### src/hw/pbc_pkg.sv
// Shared constants for the port 1 transceiver basic control and status bank.
// Assumes a 16-bit register port with strobes and one-cycle read latency.
package pbc_pkg;

  // ---------------------------------------------------------------
  // Register map
  // ---------------------------------------------------------------
  localparam logic [3:0] ADDR_BASIC_CONTROL = 4'h0;
  localparam logic [3:0] ADDR_BASIC_STATUS  = 4'h2;
  localparam logic [3:0] ADDR_IRQ_STATUS    = 4'h4;
  localparam logic [3:0] ADDR_IRQ_MASK      = 4'h6;

  // ---------------------------------------------------------------
  // Control bit positions
  // ---------------------------------------------------------------
  localparam int CTL_FAR_LOOP   = 14;
  localparam int CTL_FORCE_100  = 13;
  localparam int CTL_AN_ENABLE  = 12;
  localparam int CTL_POWER_DOWN = 11;
  localparam int CTL_AN_RESTART = 9;
  localparam int CTL_FULL_DUP   = 8;
  localparam int CTL_XOVER_STD  = 5;
  localparam int CTL_FORCE_XOV  = 4;
  localparam int CTL_XOVER_OFF  = 3;
  localparam int CTL_SPARE      = 2;
  localparam int CTL_TX_OFF     = 1;
  localparam int CTL_LED_OFF    = 0;

  // Writable bits of the control register
  localparam logic [15:0] CTL_WRITE_MASK  = 16'h7b3f;
  localparam logic [15:0] CTL_RESET_VALUE = 16'h1020;

  // ---------------------------------------------------------------
  // Status bit positions
  // ---------------------------------------------------------------
  localparam int STS_AN_DONE = 5;
  localparam int STS_AN_ABLE = 3;
  localparam int STS_LINK_UP = 2;
  localparam int STS_EXT_CAP = 0;

  // Fixed capability bits: 100F, 100H, 10F, 10H set, T4 clear
  localparam logic [15:0] STS_FIXED_CAPS = 16'h7800;

  // ---------------------------------------------------------------
  // Interrupt event bits
  // ---------------------------------------------------------------
  localparam int IRQ_LINK_UP   = 0;
  localparam int IRQ_LINK_DOWN = 1;
  localparam int IRQ_AN_DONE   = 2;
  localparam int IRQ_EVENTS    = 3;

  localparam logic [15:0] REG_RESET_ZERO = 16'h0000;

endpackage : pbc_pkg

### src/hw/pbc_sync.sv
// Two-flop synchroniser for a bundle of level inputs.
// Assumes inputs are quasi-static levels from outside the clock domain.
`timescale 1ns/1ps
module pbc_sync #(
  parameter int WIDTH = 2
) (
  input  wire logic             clk,
  input  wire logic             rst_n,
  input  wire logic [WIDTH-1:0] asyncIn,
  output logic      [WIDTH-1:0] syncOut
);
  logic [WIDTH-1:0] stage1_r;

  always_ff @(posedge clk) begin
    if (!rst_n) begin
      stage1_r <= '0;
      syncOut  <= '0;
    end else begin
      stage1_r <= asyncIn;
      syncOut  <= stage1_r;
    end
  end
endmodule : pbc_sync

### src/hw/pbc_irq.sv
// Sticky event status with write-one-to-clear, mask and one level interrupt.
// Assumes events are one-cycle pulses on the local clock.
`timescale 1ns/1ps
module pbc_irq
  import pbc_pkg::*;
(
  input  wire logic                  clk,
  input  wire logic                  rst_n,
  input  wire logic [IRQ_EVENTS-1:0] eventPulse,
  input  wire logic                  clearWrite,
  input  wire logic                  maskWrite,
  input  wire logic [IRQ_EVENTS-1:0] wrData,
  output logic      [IRQ_EVENTS-1:0] status_r,
  output logic      [IRQ_EVENTS-1:0] mask_r,
  output logic                       irq_r
);
  // Set wins over a clear in the same cycle
  always_ff @(posedge clk) begin
    if (!rst_n) begin
      status_r <= '0;
    end else begin
      status_r <= (status_r & ~(clearWrite ? wrData : '0)) | eventPulse;
    end
  end

  always_ff @(posedge clk) begin
    if (!rst_n) begin
      mask_r <= '0;
    end else if (maskWrite) begin
      mask_r <= wrData;
    end
  end

  always_ff @(posedge clk) begin
    if (!rst_n) begin
      irq_r <= 1'b0;
    end else begin
      // A set mask bit hides its event; reset mask leaves every event unmasked
      irq_r <= |(((status_r & ~(clearWrite ? wrData : '0)) | eventPulse) & ~mask_r);
    end
  end
endmodule : pbc_irq

### src/hw/pbc_port_ctrl.sv
// Port 1 transceiver basic control and status registers.
// Assumes a simple strobe register port on clk and transceiver status pins
// arriving asynchronously.
//
// How it works
// - Far-end loopback bit drives the port 1 loop enable for port 2 traffic.
// - With negotiation off, speed bit selects 100 Mbps set, 10 Mbps clear.
// - Negotiation enable resets to one; clearing it applies forced settings.
// - Writing one to restart bit pulses a negotiation restart.
// - Duplex bit forces full or half when negotiation off or failed.
// - Crossover style bit resets to one; selects standard or alternative algorithm.
// - Crossover disable and force bits steer crossover outputs.
// - Transmit disable and LED disable bits gate transmitter and indicators.
// - Capability bits read T4 zero and four speed/duplex bits one.
// - Negotiation complete reads finished state, resets to zero.
// - Negotiation ability bit always reads one.
// - Extended capability bit reads zero.
//
// Our own choice: the strobed register port.
`timescale 1ns/1ps
module pbc_port_ctrl
  import pbc_pkg::*;
(
  input  wire logic        clk,
  input  wire logic        rst_n,
  input  wire logic [3:0]  regAddr,
  input  wire logic [15:0] regWrData,
  input  wire logic        regWrStb,
  input  wire logic        regRdStb,
  output logic      [15:0] regRdData,
  input  wire logic        phyLinkUp,
  input  wire logic        phyAnDone,
  input  wire logic        phyAnFailed,
  output logic             farEndLoop,
  output logic             anEnable,
  output logic             anRestart,
  output logic             speed100,
  output logic             fullDuplex,
  output logic             powerDown,
  output logic             xoverStandard,
  output logic             xoverAutoOff,
  output logic             xoverForce,
  output logic             txDisable,
  output logic             ledDisable,
  output logic             irq
);
  import pbc_pkg::*;

  // ---------------------------------------------------------------
  // Status inputs
  // ---------------------------------------------------------------
  logic [2:0] phySync;
  logic       linkUpS;
  logic       anDoneS;
  logic       anFailS;

  pbc_sync #(.WIDTH(3)) uSync (
    .clk     (clk),
    .rst_n   (rst_n),
    .asyncIn ({phyAnFailed, phyAnDone, phyLinkUp}),
    .syncOut (phySync)
  );

  assign linkUpS = phySync[0];
  assign anDoneS = phySync[1];
  assign anFailS = phySync[2];

  // ---------------------------------------------------------------
  // Address decode
  // ---------------------------------------------------------------
  logic wrCtl;
  logic wrIrqSts;
  logic wrIrqMask;

  assign wrCtl     = regWrStb && (regAddr == ADDR_BASIC_CONTROL);
  assign wrIrqSts  = regWrStb && (regAddr == ADDR_IRQ_STATUS);
  assign wrIrqMask = regWrStb && (regAddr == ADDR_IRQ_MASK);

  // ---------------------------------------------------------------
  // Control register
  // ---------------------------------------------------------------
  logic [15:0] ctl_r;
  logic [15:0] ctl_nxt;

  always_comb begin
    ctl_nxt = ctl_r;
    if (wrCtl) begin
      ctl_nxt = regWrData & CTL_WRITE_MASK;
    end
    ctl_nxt[CTL_AN_RESTART] = 1'b0;
  end

  always_ff @(posedge clk) begin
    if (!rst_n) begin
      ctl_r <= CTL_RESET_VALUE;
    end else begin
      ctl_r <= ctl_nxt;
    end
  end

  // Restart is self-clearing: one-cycle pulse out
  always_ff @(posedge clk) begin
    if (!rst_n) begin
      anRestart <= 1'b0;
    end else begin
      anRestart <= wrCtl && regWrData[CTL_AN_RESTART];
    end
  end

  // ---------------------------------------------------------------
  // Control outputs
  // ---------------------------------------------------------------
  logic forcedMode;
  assign forcedMode = !ctl_nxt[CTL_AN_ENABLE] || anFailS;

  always_ff @(posedge clk) begin
    if (!rst_n) begin
      farEndLoop    <= CTL_RESET_VALUE[CTL_FAR_LOOP];
      anEnable      <= CTL_RESET_VALUE[CTL_AN_ENABLE];
      speed100      <= 1'b1;
      fullDuplex    <= 1'b1;
      powerDown     <= CTL_RESET_VALUE[CTL_POWER_DOWN];
      xoverStandard <= CTL_RESET_VALUE[CTL_XOVER_STD];
      xoverAutoOff  <= CTL_RESET_VALUE[CTL_XOVER_OFF];
      xoverForce    <= CTL_RESET_VALUE[CTL_FORCE_XOV];
      txDisable     <= CTL_RESET_VALUE[CTL_TX_OFF];
      ledDisable    <= CTL_RESET_VALUE[CTL_LED_OFF];
    end else begin
      farEndLoop    <= ctl_nxt[CTL_FAR_LOOP];
      anEnable      <= ctl_nxt[CTL_AN_ENABLE];
      // Negotiated result unknown here: advertise best when negotiating
      speed100      <= ctl_nxt[CTL_AN_ENABLE] ? 1'b1 : ctl_nxt[CTL_FORCE_100];
      fullDuplex    <= forcedMode ? ctl_nxt[CTL_FULL_DUP] : 1'b1;
      powerDown     <= ctl_nxt[CTL_POWER_DOWN];
      xoverStandard <= ctl_nxt[CTL_XOVER_STD];
      xoverAutoOff  <= ctl_nxt[CTL_XOVER_OFF];
      xoverForce    <= ctl_nxt[CTL_FORCE_XOV];
      txDisable     <= ctl_nxt[CTL_TX_OFF];
      ledDisable    <= ctl_nxt[CTL_LED_OFF];
    end
  end

  // ---------------------------------------------------------------
  // Status register
  // ---------------------------------------------------------------
  logic [15:0] sts;

  always_comb begin
    sts              = STS_FIXED_CAPS;
    sts[STS_AN_DONE] = anDoneS && ctl_r[CTL_AN_ENABLE] && !ctl_r[CTL_POWER_DOWN];
    sts[STS_AN_ABLE] = 1'b1;
    sts[STS_LINK_UP] = linkUpS && !ctl_r[CTL_POWER_DOWN];
    sts[STS_EXT_CAP] = 1'b0;
  end

  // ---------------------------------------------------------------
  // Events and interrupt
  // ---------------------------------------------------------------
  logic                  linkPrev_r;
  logic                  anPrev_r;
  logic [IRQ_EVENTS-1:0] events;
  logic [IRQ_EVENTS-1:0] irqStatus;
  logic [IRQ_EVENTS-1:0] irqMask;
  logic                  irqLevel;

  always_ff @(posedge clk) begin
    if (!rst_n) begin
      linkPrev_r <= 1'b0;
      anPrev_r   <= 1'b0;
    end else begin
      linkPrev_r <= sts[STS_LINK_UP];
      anPrev_r   <= sts[STS_AN_DONE];
    end
  end

  assign events[IRQ_LINK_UP]   = sts[STS_LINK_UP] && !linkPrev_r;
  assign events[IRQ_LINK_DOWN] = !sts[STS_LINK_UP] && linkPrev_r;
  assign events[IRQ_AN_DONE]   = sts[STS_AN_DONE] && !anPrev_r;

  pbc_irq uIrq (
    .clk        (clk),
    .rst_n      (rst_n),
    .eventPulse (events),
    .clearWrite (wrIrqSts),
    .maskWrite  (wrIrqMask),
    .wrData     (regWrData[IRQ_EVENTS-1:0]),
    .status_r   (irqStatus),
    .mask_r     (irqMask),
    .irq_r      (irqLevel)
  );

  assign irq = irqLevel;

  // ---------------------------------------------------------------
  // Read port
  // ---------------------------------------------------------------
  always_ff @(posedge clk) begin
    if (!rst_n) begin
      regRdData <= REG_RESET_ZERO;
    end else if (regRdStb) begin
      unique case (regAddr)
        ADDR_BASIC_CONTROL: regRdData <= ctl_r;
        ADDR_BASIC_STATUS:  regRdData <= sts;
        ADDR_IRQ_STATUS:    regRdData <= {{(16-IRQ_EVENTS){1'b0}}, irqStatus};
        ADDR_IRQ_MASK:      regRdData <= {{(16-IRQ_EVENTS){1'b0}}, irqMask};
        default:            regRdData <= REG_RESET_ZERO;
      endcase
    end else begin
      regRdData <= REG_RESET_ZERO;
    end
  end

endmodule : pbc_port_ctrl

### config.mk
export PLATFORM = sky130hd
export DESIGN_NAME = pbc_port_ctrl
export DESIGN_NICKNAME = d
export VERILOG_FILES = /design/src/hw/pbc_pkg.sv /design/src/hw/pbc_sync.sv /design/src/hw/pbc_irq.sv /design/src/hw/pbc_port_ctrl.sv
export SDC_FILE = /design/constraint.sdc
export NUM_CORES = 1
export LEC_CHECK = 0
export CELL_PAD_IN_SITES_DETAIL_PLACEMENT = 1
export CELL_PAD_IN_SITES_GLOBAL_PLACEMENT = 2
export CORE_AREA = 2 2 68 70
export CTS_CLUSTER_DIAMETER = 50
export DETAILED_ROUTE_END_ITERATION = 8
export DIE_AREA = 0 0 70 72
export DONT_BUFFER_PORTS = 1
export PLACE_DENSITY = 0.75
export SKIP_CTS_REPAIR_TIMING = 1
export SYNTH_ARGS = -nofsm -noshare
export SYNTH_HDL_FRONTEND = slang
export SYNTH_SLANG_ARGS = --single-unit
### constraint.sdc
create_clock -name clk -period 1.4 [get_ports clk]
set_clock_uncertainty 0.15 [all_clocks]
set_input_delay 0.07 -clock clk [delete_from_list [all_inputs] [get_ports clk]]
set_output_delay 0.07 -clock clk [all_outputs]
set_load 0.01 [all_outputs]
# ---- Word-level counts from Yosys, hierarchy flattened
# Cells that the tools add are included.
dict set report totals {
  in_bits 27
  elab_cells 55
  ff_bits 54
  output_inout_bits 28
}
dict set report op_classes {
  n_reduce_logical 21
  n_bitwise 6
  mux 3
  eq_ne 3
}
# operator count
set op_table {}
lappend op_table {{$pmux 15 s4} 1}
lappend op_table {{$mux 15} 1}
lappend op_table {{$logic_and 1x1->1} 10}
lappend op_table {{$eq 4x3->1 const B} 2}
lappend op_table {{$and 3x3->3} 2}
lappend op_table {{$not 3->3} 2}
lappend op_table {{$logic_not 1->1} 5}
lappend op_table {{$eq 4x2->1 const B} 1}
lappend op_table {{$logic_not 4->1} 1}
lappend op_table {{$reduce_and 2->1} 2}
lappend op_table {{$mux 3} 1}
lappend op_table {{$or 3x3->3} 1}
lappend op_table {{$reduce_or 3->1} 1}
lappend op_table {{$reduce_or 2->1} 1}
lappend op_table {{$logic_or 1x1->1} 1}
lappend op_table {{$not 1->1} 1}

# ---- Logic depth before layout (Yosys ltp)
# Gate-level depths: netlist of the first run.
dict set report depth {
  depth_word 8
  mapped_depth 6
  depth_no_buf 4
}

# ---- Cells and area by module
# A second synthesis of the first run with hierarchy kept.
dict set report unflattened {
  cells_unflattened 164
  area_unflattened_um2 1600.3
}
# mod instances cells_per_inst seq_area_each_um2 area_per_inst_um2
set by_module_without_submodules {}
lappend by_module_without_submodules {pbc_port_ctrl 1 125 540.5 1184.9}
lappend by_module_without_submodules {pbc_irq 1 27 140.1 257.7}
lappend by_module_without_submodules {pbc_sync 1 12 120.1 157.7}

# ---- Worst setup path before layout of the first run
# OpenSTA, ideal clock, no wires.
dict set report synth_path {
  kind {register to register}
  start {register ctl_r[11]}
  end {register uIrq.irq_r}
  setup_slack_ns 0.282
  t_arrival_ns 0.836
  setup_ns 0.131
  t_required_ns 1.119
  path_stages_with_launch 5
  path_buffers 0
  period_less_slack_ns 1.118
  path_cell_list {dfxtp_1 > nand3b_1 > nor2_1 > o21bai_1 > o311ai_1}
}
dict set report synth_via {
  elab_chain_len 7
  word_cells_on_any_way 10
  classes_between {bitwise (2); reduce/logical (8)}
}
# element line
set synth_rtl {}
lappend synth_rtl {{from (decl)} pbc_port_ctrl.sv:82} ;# logic [15:0] ctl_r;
lappend synth_rtl {{from (signal assigned)} pbc_port_ctrl.sv:97} ;# ctl_r <= ctl_nxt;
lappend synth_rtl {{$logic_not 1->1 (*)} {pbc_port_ctrl.sv:150, pbc_port_ctrl.sv:152}}
lappend synth_rtl {{$logic_and 1x1->1} pbc_port_ctrl.sv:152} ;# sts[STS_LINK_UP] = linkUpS && !ctl_r[CTL_POWER_DOWN];
lappend synth_rtl {{$logic_not 1->1} pbc_port_ctrl.sv:177} ;# assign events[IRQ_LINK_DOWN] = !sts[STS_LINK_UP] && linkPrev_r;
lappend synth_rtl {{$logic_and 1x1->1} pbc_port_ctrl.sv:177}
lappend synth_rtl {{$or 3x3->3 (*)} pbc_irq.sv:39} ;# irq_r <= |(((status_r & ~(clearWrite ? wrData : '0)) | eventPulse) & ~mask_r);
lappend synth_rtl {{$and 3x3->3 (*)} pbc_irq.sv:39}
lappend synth_rtl {{$reduce_or 3->1 (*)} pbc_irq.sv:39}
lappend synth_rtl {{to (signal assigned)} pbc_irq.sv:39}
lappend synth_rtl {{to (decl)} pbc_irq.sv:15} ;# output logic irq_r
# Every way passes the cells marked *; elsewhere a longest branch is shown, timed or not.
# A chain may end at the register's enable or synchronous reset.

# ---- Final worst setup path of the first run
dict set report layout_path {
  start {input port regAddr[1]}
  end {register regRdData[8]}
}
dict set report layout_via {
  elab_chain_len 2
  word_cells_on_any_way 5
  classes_between {eq/ne (3); mux (1); reduce/logical (1)}
}
# element line
set layout_rtl {}
lappend layout_rtl {{from (decl)} pbc_port_ctrl.sv:26} ;# input wire logic [3:0] regAddr,
lappend layout_rtl {{$eq 4x3->1, or another cell as far along} pbc_port_ctrl.sv:201} ;# unique case (regAddr)
lappend layout_rtl {{$pmux 15 s4 (*)} pbc_port_ctrl.sv:201}
lappend layout_rtl {{to (signal assigned)} pbc_port_ctrl.sv:202} ;# ADDR_BASIC_CONTROL: regRdData <= ctl_r;
lappend layout_rtl {{to (signal assigned)} pbc_port_ctrl.sv:203} ;# ADDR_BASIC_STATUS: regRdData <= sts;
lappend layout_rtl {{to (signal assigned)} pbc_port_ctrl.sv:204} ;# ADDR_IRQ_STATUS: regRdData <= {{(16-IRQ_EVENTS){1'b0}}, irqStatus};
lappend layout_rtl {{to (decl)} pbc_port_ctrl.sv:30} ;# output logic [15:0] regRdData,
# Marked as above.

==> results of run 1 <==
==> sequential cells by signal, indices dropped and copies added (netlist names) <==
register        count
ctl_r              11
regRdData          11
uIrq.mask_r         3
uIrq.status_r       3
uSync.stage1_r      3
uSync.syncOut       3
anPrev_r            1
anRestart           1
fullDuplex          1
linkPrev_r          1
speed100            1
uIrq.irq_r          1
==> critical path, delay by kind of cell <==
| kind | cells | cell delay, ns |
|---|---|---|
| buffers and inverters | 3 | 1.21 |
| and+or+nand+nor | 1 | 0.15 |
==> where the power goes <==
part / switching (mW) / total (mW) / internal, mW
clock: 0.399 / 0.736 / 0.337
combinational: 0.0739 / 0.155 / 0.0813
sequential: 0.0178 / 1.18 / 1.16
==> stage by stage <==
step / setup WS, ns / instance area (µm²) / utilization, % / std cells
floorplan: 0.282 / 1470 / - / 152
global placement: 0.209 / 1490 / 35.0 / 198
detailed placement: 0.156 / 1490 / 35.0 / 198
CTS: 0.236 / 1580 / 36.9 / 205
global route: -0.0245 / 1920 / 44.9 / 239
finish: 0.00255 / 1920 / 44.9 / 239
==> synthesized netlist by cell type (2+ instances only) <==
library cell   n  share of area, %
o21a_1         5               2.6
and2_1         6               2.6
nor2_1        22               5.7
clkbuf_1       3              0.77
nor3_1         3               1.0
and3_1         2              0.86
inv_1          4               1.0
nand2_1        9               2.3
mux2i_1       14               9.6
nand3_1        5               1.7
a211oi_1       2               1.0
dfxtp_1       40                55
a21oi_1        5               1.7
buf_4          5               2.6
a31oi_1        5               2.1
nor2_2         2              0.86
buf_6          3               2.3
==> layout make-up <==
cell class | instances | area share (%)
well taps | 52 | 3.40
clock buffers | 5 | 3.59
repair buffers | 40 | 20.1
flip-flops and latches | 40 | 41.8
multi-input cells | 95 | 29.5
clock inverters | 2 | 0.653
inverters | 5 | 0.980
==> routing by layer <==
| metal | track usage, % | vias up | share of wire [%] |
|---|---|---|---|
| met5 | 0 | - | 0 |
| met4 | 5.13 | 0 | 1.0 |
| met3 | 5.83 | 4 | 5.1 |
| met2 | 23.4 | 30 | 55 |
| met1 | 14.8 | 562 | 39 |
| li1 | - | 560 | - |
==> cell families (layout without fill, tap and decap cells) <==
kind of cell / count (synthesis) / after routing / share of synthesized area, %
compound gates: 21 / 21 / 9.45
buf+inv: 17 / 52 / 7.30
flops: 40 / 40 / 55.0
mux: 14 / 14 / 9.62
other cells: 1 / 5 / 0.257
simple gates: 55 / 55 / 18.4
==> how the worst min path moves through the flow <==
| stage | cells past startpoint | slack, ns | endpoint | from |
|---|---|---|---|---|
| after floorplan | 1 | 0.04 | uSync.syncOut[2]$_SDFF_PN0_ | rst_n |
| after global placement | 1 | -0.01 | ctl_r[5]$_SDFFE_PN1N_ | rst_n |
| after detailed placement | 1 | -0.01 | ctl_r[5]$_SDFFE_PN1N_ | rst_n |
| after CTS | 1 | -0.32 | ctl_r[5]$_SDFFE_PN1N_ | rst_n |
| after global routing | 3 | 0.009 | ctl_r[13]$_SDFF_PN0_ | regWrStb |
| final | 4 | -0.02 | uIrq.irq_r$_SDFF_PN0_ | rst_n |
==> cell usage in the layout, fill, tap and decap left out <==
master	instances
a211oi_1	2
a21oi_1	5
a31oi_1	5
and2_1	6
and3_1	2
and4bb_1	1
buf_4	6
clkbuf_8	5
clkinv_1	1
clkinv_2	1
clkinvlp_4	1
conb_1	5
dfxtp_1	40
dlygate4sd3_1	34
inv_1	4
mux2i_1	14
nand2_1	9
nand2b_1	1
nand3_1	5
nand3_2	1
nand3b_1	1
nor2_1	22
nor2_2	2
nor2b_1	1
nor3_1	3
o211ai_1	1
o21a_1	5
o21ai_0	1
o21bai_1	1
o311ai_1	1
or2_1	1
==> results.cfg, run 1 <==
[cells_and_area]
nNetsFinal = 214
syn2layout_area_growth_pct = 31.5
multi_input_area_um2 = 564
antennaDiodeCount = 0
final_layout_size_suffix_gt1_share_pct = 8.56
regArea_um2 = 801
fillers = 502

[sta]
drv_slew = 0
final-setup-viol-count = 0
fin_tns_setup_ns = 0
hold_violations = 2
fmax_mhz = 716
holdWs_ns = -0.0215
period_share_pct = 99.8
final.min_clock_period_ns = 1.40

[clocking]
clock-sinks = 40
clk_latency_ns = 0.30
clk_pin_slew_ns = 0.08
cts-root-buf = clkbuf_8
htreeDepth = 2
cts_tree = yes
cts_buffers = 5
clk_path_buf_depth = 2

[die]
ios = 55
num_rows = 24
core_mm2 = 0.00426
die_h_um = 72
start_util_pct = 34.2
die_area_mm2 = 0.00504
die_w_um = 70

[global_routing]
track_usage_pct = 13.5
grt_pass1_vias = 1068
antenna_found_initial = 0
grt_max_degree = 19
grt_pass1_wl_mm = 5.20
overflow = 0

[pwr]
peakVddDrop_mv = 0.590
p_per_area_mw_per_mm2 = 1080
p_leak_nw = 0.849
power_mw = 2.07

[logic_synthesis]
async_flop_share_pct = 0
synth_cell_type_count = 30
syn_area_mm2 = 0.00146
yosysWarningCount = 0
avgSynthCellArea_um2 = 9.84
synthCells = 148
ys_seq_area_share_pct = 55.0
synth-main-ff-cell = dfxtp_1
ys_seq_elements = 40
synth_enable_flop_cells = 0

[setup_path]
slowest_delay_ns = 0.59
crit_path_start_kind = input port
endpoint = regRdData[8]$_SDFF_PN0_
crit_start = regAddr[1]
r2r_end = regRdData[3]$_SDFF_PN0_
path_common_cell = dlygate4sd3_1
crit_slowest_cell = dlygate4sd3_1
rrSetupSlack_ns = 0.03
crit_chain = inv_1 > dlygate4sd3_1 > and3_1 > dlygate4sd3_1
required_ns = 1.44
worstSetupPathType = input port to flop
critPathMaxFanout = 8
cp.arrival_ns = 1.43
timing.rr.start = ctl_r[3]$_SDFFE_PN0N_
r2r_cells = 2
end_kind = flop

[route]
totalWireLength_mm = 3.78
vias = 1156
remaining_drc_errors = 0
drt_iter0_markers = 14
antenna_left = 0
wl_per_cell_um = 15.8
drt_first_pass_iters = 4
avgViaCountPerCell = 4.84

[placed_design]
globalplace.congestion = 0.776
port_buffers = 0
hpwl_mm = 2.40

[status]
violations = hold timing
outcome = finished, violations left

[worst_hold_path]
hold_class = input port to flop

[job]
maxCapViolCount = 0
(Power assumes the default switching activity.)
==> run 2, diff against run 1 <==
--- a/config.mk
+++ b/config.mk
@@ -7,13 +7,14 @@
 export LEC_CHECK = 0
 export CELL_PAD_IN_SITES_DETAIL_PLACEMENT = 1
 export CELL_PAD_IN_SITES_GLOBAL_PLACEMENT = 2
-export CORE_AREA = 2 2 68 70
+export CORE_AREA = 2 2 70 72
 export CTS_CLUSTER_DIAMETER = 50
 export DETAILED_ROUTE_END_ITERATION = 8
-export DIE_AREA = 0 0 70 72
+export DIE_AREA = 0 0 72 74
 export DONT_BUFFER_PORTS = 1
-export PLACE_DENSITY = 0.75
+export PLACE_DENSITY = 0.77
 export SKIP_CTS_REPAIR_TIMING = 1
 export SYNTH_ARGS = -nofsm -noshare
 export SYNTH_HDL_FRONTEND = slang
+export SYNTH_HIERARCHICAL = 1
 export SYNTH_SLANG_ARGS = --single-unit
==> results.cfg, run 2 <==
[status]
outcome = finished, violations left
violations = hold timing, setup timing

[pwr]
p_leak_nw = 0.823
peakVddDrop_mv = 0.372
power_mw = 2.28
p_per_area_mw_per_mm2 = 1080

[clocking]
cts-root-buf = clkbuf_8
htreeDepth = 2
clk_pin_slew_ns = 0.08
cts_tree = yes
clk_path_buf_depth = 2
clk_latency_ns = 0.30
cts_buffers = 5
clock-sinks = 40

[setup_path]
worst-path-stages = 3
cp_top_family = buffers and inverters
r2r_cells = 3
crit_chain = nand2_1 > dlygate4sd3_1 > mux2i_1
slowest_delay_ns = 0.56
crit_slowest_cell = dlygate4sd3_1
worstSetupPathType = flop to flop
endpoint = ctl_r[1]$_SDFFE_PN0N_
cp.arrival_ns = 1.50
end_kind = flop
timing.rr.start = ctl_r[1]$_SDFFE_PN0N_
crit_path_start_kind = flop
critPathMaxFanout = 3
crit_start = ctl_r[1]$_SDFFE_PN0N_
rrSetupSlack_ns = -0.04
cp.buffers_inverters = 1
required_ns = 1.47
r2r_end = ctl_r[1]$_SDFFE_PN0N_

[global_routing]
antenna_found_initial = 0
overflow = 0
grt_pass1_wl_mm = 5.44
grt_max_degree = 38
track_usage_pct = 13.6
grt_pass1_vias = 1109

[route]
drt_first_pass_iters = 4
vias = 1259
avgViaCountPerCell = 4.86
totalWireLength_mm = 3.82
drt_iter0_markers = 37
antenna_left = 0
remaining_drc_errors = 0
wl_per_cell_um = 14.7

[logic_synthesis]
avgSynthCellArea_um2 = 9.76
yosysWarningCount = 6
ys_seq_area_share_pct = 50.0
yosys-top-cells-count = dfxtp_1, nand2_1, nor2_1, mux2i_1, and2_1
synth_cell_type_count = 36
synth-main-ff-cell = dfxtp_1
synth_top_area_share_pct = 50.0
yosys.area.top_type = dfxtp_1
synth-xor-area-share_pct = 0
synth_area_leaders = dfxtp_1, mux2i_1, nand2_1, and2_1, nor2_1
synth_top_family_by_area = simple AND/OR/NAND/NOR gates
post_synth_mux_area_share_pct = 11.4
synth_compound_area_share_pct = 5.47
yosysMostFrequentCell = dfxtp_1
synthAdderAreaFrac_pct = 0
syn_area_mm2 = 0.00160
synthCells = 164
synth_enable_flop_cells = 0
async_flop_share_pct = 0
ys_seq_elements = 40
synth_simple_gate_area_share_pct = 24.6

[cells_and_area]
reg.largest.list = ctl_r x11, regRdData x11
fillers = 521
final_cell_mix = dfxtp_1, dlygate4sd3_1, nand2_1
syn2layout_area_growth_pct = 31.4
final_layout_size_suffix_gt1_share_pct = 9.76
antennaDiodeCount = 0
nNetsFinal = 231

[sta]
drv_slew = 0
period_share_pct = 103
grt_setup_unrepaired = true
holdWs_ns = -0.257
hold_violations = 22
final-setup-viol-count = 1
setup_ws_ns = -0.0369
fmax_mhz = 696
final.min_clock_period_ns = 1.44

[die]
die_w_um = 72
num_rows = 25
start_util_pct = 34.8
core_mm2 = 0.00460
die_h_um = 74
die_area_mm2 = 0.00533
ios = 55

[placed_design]
hpwl_mm = 2.44
port_buffers = 0
pre_cts_slack_ns = -0.0495
globalplace.congestion = 0.699

[worst_hold_path]
hold_class = input port to flop

[job]
maxCapViolCount = 0
[run 2: worst min path at each step]
stage / startpoint / to / cells past startpoint / slack (ns)
final: rst_n / ctl_r[5]$_SDFFE_PN1N_ / 1 / -0.26
after global routing: rst_n / ctl_r[12]$_SDFF_PN1_ / 1 / -0.27
after detailed placement: regAddr[1] / regRdData[4]$_SDFF_PN0_ / 1 / -0.004
after global placement: regAddr[1] / regRdData[4]$_SDFF_PN0_ / 1 / -0.005
after CTS: regAddr[1] / regRdData[4]$_SDFF_PN0_ / 1 / -0.32
after floorplan: regWrData[2] / uIrq/status_r[2]$_SDFF_PN0_ / 1 / 0.02
[run 2: power by group]
part / internal (mW) / total [mW] / switching [mW]
Clock: 0.529 / 0.933 / 0.404
Sequential: 1.16 / 1.18 / 0.0181
Combinational: 0.101 / 0.164 / 0.0624
Total: 1.79 / 2.28 / 0.484
[run 2: layout make-up]
cell class,instances,area (µm²),area share [%]
Clock buffer,6,72.6,3.45
Clock inverter,2,35.0,1.67
Inverter,5,18.8,0.892
Multi-Input combinational cell,109,688,32.7
Sequential cell,40,803,38.2
Tap cell,54,67.6,3.21
Timing Repair Buffer,43,418,19.9
[run 2: worst reg2reg max path: cells and delay by family (launching register included)]
| kind | cells | cell delay [ns] |
|---|---|---|
| buf+inv | 1 | 0.56 |
| flops | 1 | 0.42 |
| mux | 1 | 0.15 |
| simple gates | 1 | 0.07 |
[run 2: through the flow]
stage / setup TNS [ns] / cell area [µm²] / std cells / utilization (%)
global placement: 0 / 1610 / 213 / 35.0
CTS: -0.0824 / 1720 / 221 / 37.3
global route: -0.254 / 2100 / 259 / 45.7
finish: -0.0369 / 2100 / 259 / 45.7
detailed placement: -0.0495 / 1610 / 213 / 35.0
floorplan: 0 / 1620 / 168 / -
[run 2: routing by layer]
metal / part of all wire (%) / vias to the layer above / GRT usage [%]
li1: - / 615 / -
met1: 43 / 605 / 15.8
met2: 49 / 34 / 22.4
met3: 6.9 / 5 / 6.37
met4: 0.94 / 0 / 4.40
met5: 0 / - / 0
[run 2: kinds of logic (layout without fill, tap and decap cells)]
family                 count (synthesis)  in the layout
muxes                                 17             17
and+or+nand+nor                       74             74
other                                  1              5
AOI/OAI and AO/OA                     13             13
DFF                                   40             40
buffers and inverters                 19             56
==> run 3, diff against run 2 <==
--- a/config.mk
+++ b/config.mk
@@ -5,14 +5,12 @@
 export SDC_FILE = /design/constraint.sdc
 export NUM_CORES = 1
 export LEC_CHECK = 0
-export CELL_PAD_IN_SITES_DETAIL_PLACEMENT = 1
-export CELL_PAD_IN_SITES_GLOBAL_PLACEMENT = 2
-export CORE_AREA = 2 2 70 72
+export CORE_AREA = 2 2 55 57
 export CTS_CLUSTER_DIAMETER = 50
 export DETAILED_ROUTE_END_ITERATION = 8
-export DIE_AREA = 0 0 72 74
+export DIE_AREA = 0 0 57 59
 export DONT_BUFFER_PORTS = 1
-export PLACE_DENSITY = 0.77
+export PLACE_DENSITY = 0.76
 export SKIP_CTS_REPAIR_TIMING = 1
 export SYNTH_ARGS = -nofsm -noshare
 export SYNTH_HDL_FRONTEND = slang
==> constraint.sdc (replaced) <==
create_clock -name clk -period 1.4 [get_ports clk]
set_clock_uncertainty 0.15 [all_clocks]
set_input_delay 0.07 -clock clk [delete_from_list [all_inputs] [get_ports clk]]
set_output_delay 0.07 -clock clk [all_outputs]
set_load 0.02 [all_outputs]
==> results.cfg, run 3 (same netlist as run 2, synthesis figures left out) <==
[setup_path]
cp.buffers_inverters = 1
slowest_delay_ns = 0.63
worstSetupPathType = input port to flop
crit_chain = nor2_2 > nand3_1 > nor2_1 > dlygate4sd3_1 > nand2_1 > a21oi_1 > o311ai_2
crit_slowest_cell = dlygate4sd3_1
end_kind = flop
cp.arrival_ns = 1.54
crit_path_start_kind = input port
cp_top_family = buffers and inverters
critPathMaxFanout = 3
required_ns = 1.48

[route]
antenna_left = 0
vias = 1279
drt_iter0_markers = 68
totalWireLength_mm = 3.77
dr_wl_met3_um = 263
wl_per_cell_um = 16.2
avgViaCountPerCell = 5.49
topRoutingLayerUsed = met4
drt_first_pass_iters = 4
remaining_drc_errors = 0
wl_met2_mm = 1.96
wl_met1_mm = 1.50

[sta]
hold_violations = 24
final.min_clock_period_ns = 1.45
fmax_mhz = 688
fin_tns_setup_ns = -0.0977
holdWs_ns = -0.375
final-setup-viol-count = 2
setup_ws_ns = -0.0538
grt_setup_unrepaired = true
drv_slew = 0
period_share_pct = 104

[placed_design]
hpwl_mm = 2.04
dpl-instance-area_mm2 = 0.00158
pre_cts_slack_ns = 0.00720
globalplace.congestion = 0.780
port_buffers = 0
post-place-cells = 190

[global_routing]
grt_max_degree = 38
grt_pass1_vias = 961
grt_pass1_wl_mm = 4.41
track_usage_pct = 17.7
antenna_found_initial = 0
overflow = 0

[cells_and_area]
final_layout_size_suffix_gt1_share_pct = 12.4
final_cell_mix = dfxtp_1, dlygate4sd3_1, nand2_1
post-route-util_pct = 74.5
nNetsFinal = 228
final_cell_area_mm2 = 0.00202
syn2layout_area_growth_pct = 26.2
layout_commonest_cell = dfxtp_1
final_cells = 233
antennaDiodeCount = 0
reg.largest.list = ctl_r x11, regRdData x11

[pwr]
p_per_area_mw_per_mm2 = 974
combPwrFrac_pct = 8.4
p_int_mw = 1.50
p_leak_nw = 0.803
power_frac_seq_pct = 60.5
peakVddDrop_mv = 0.822
power.switching_mw = 0.469
switching_share_pct = 23.8
clkPwrFrac_pct = 31.1

[clocking]
cts_tree = yes
clk_pin_slew_ns = 0.11
clock-sinks = 40
cts-root-buf = clkbuf_4
clk_latency_ns = 0.35
htreeDepth = 2
cts_buffers = 5
clk_path_buf_depth = 2

[die]
start_util_pct = 59.0
num_rows = 19
die_area_mm2 = 0.00336
die_w_um = 57
die_h_um = 59
core_mm2 = 0.00271
ios = 55

[status]
violations = hold timing, setup timing
outcome = finished, violations left

[job]
maxCapViolCount = 0

[worst_hold_path]
hold_class = input port to flop
==> run 3: area by class of cell <==
cell class                 instances  area [µm²]
sequential                        40         805
multi-input combinational        109         708
inverter                           5        18.8
clock inverter                     2        10.0
fill                             205         691
tap                               31        38.8
timing repair buffer              40         388
clock buffer                       6        51.3
==> run 3: through the flow <==
step           hold slack [ns]  power (mW)
2_1_floorplan           0.0241        1.33
3_3_place_gp          -0.00706        1.31
3_5_place_dp          -0.00485        1.31
4_1_cts                 -0.387        1.90
5_1_grt                 -0.394        2.03
6_report                -0.375        1.97
==> run 3: power by group through the flow <==
stage / Clock, mW / Combinational [mW] / Sequential (mW)
floorplan: 0 / 0.116 / 1.21
global placement: 0 / 0.0918 / 1.21
detailed placement: 0 / 0.0956 / 1.21
CTS: 0.619 / 0.0959 / 1.19
global route: 0.656 / 0.179 / 1.19
finish: 0.612 / 0.166 / 1.19
==> run 3: worst paths after layout <==
path | from | end | slack (ns) | depth (start not counted)
max | regAddr[0] | uIrq/irq_r$_SDFF_PN0_ | -0.05 | 7
min | regAddr[1] | regRdData[4]$_SDFF_PN0_ | -0.38 | 1
max reg2reg | uIrq/mask_r[2]$_SDFFE_PN0P_ | uIrq/mask_r[2]$_SDFFE_PN0P_ | 0.01 | 3
min reg2reg | uSync/syncOut[1]$_SDFF_PN0_ | anPrev_r$_SDFF_PN0_ | 0.37 | 2
==> run 3: per-layer routing <==
| metal | GRT usage [%] | vias to the layer above |
|---|---|---|
| met5 | 0 | - |
| met1 | 20.6 | 615 |
| met2 | 27.9 | 50 |
| met3 | 8.08 | 4 |
| li1 | - | 610 |
| met4 | 8.64 | 0 |
==> run 3: worst reg2reg max path: cells and delay by family, from the launching register on <==
kind | cells | cell delay (ns)
buffers and inverters | 1 | 0.58
flip-flops | 1 | 0.38
AND/OR/NAND/NOR | 1 | 0.14
multiplexers | 1 | 0.09
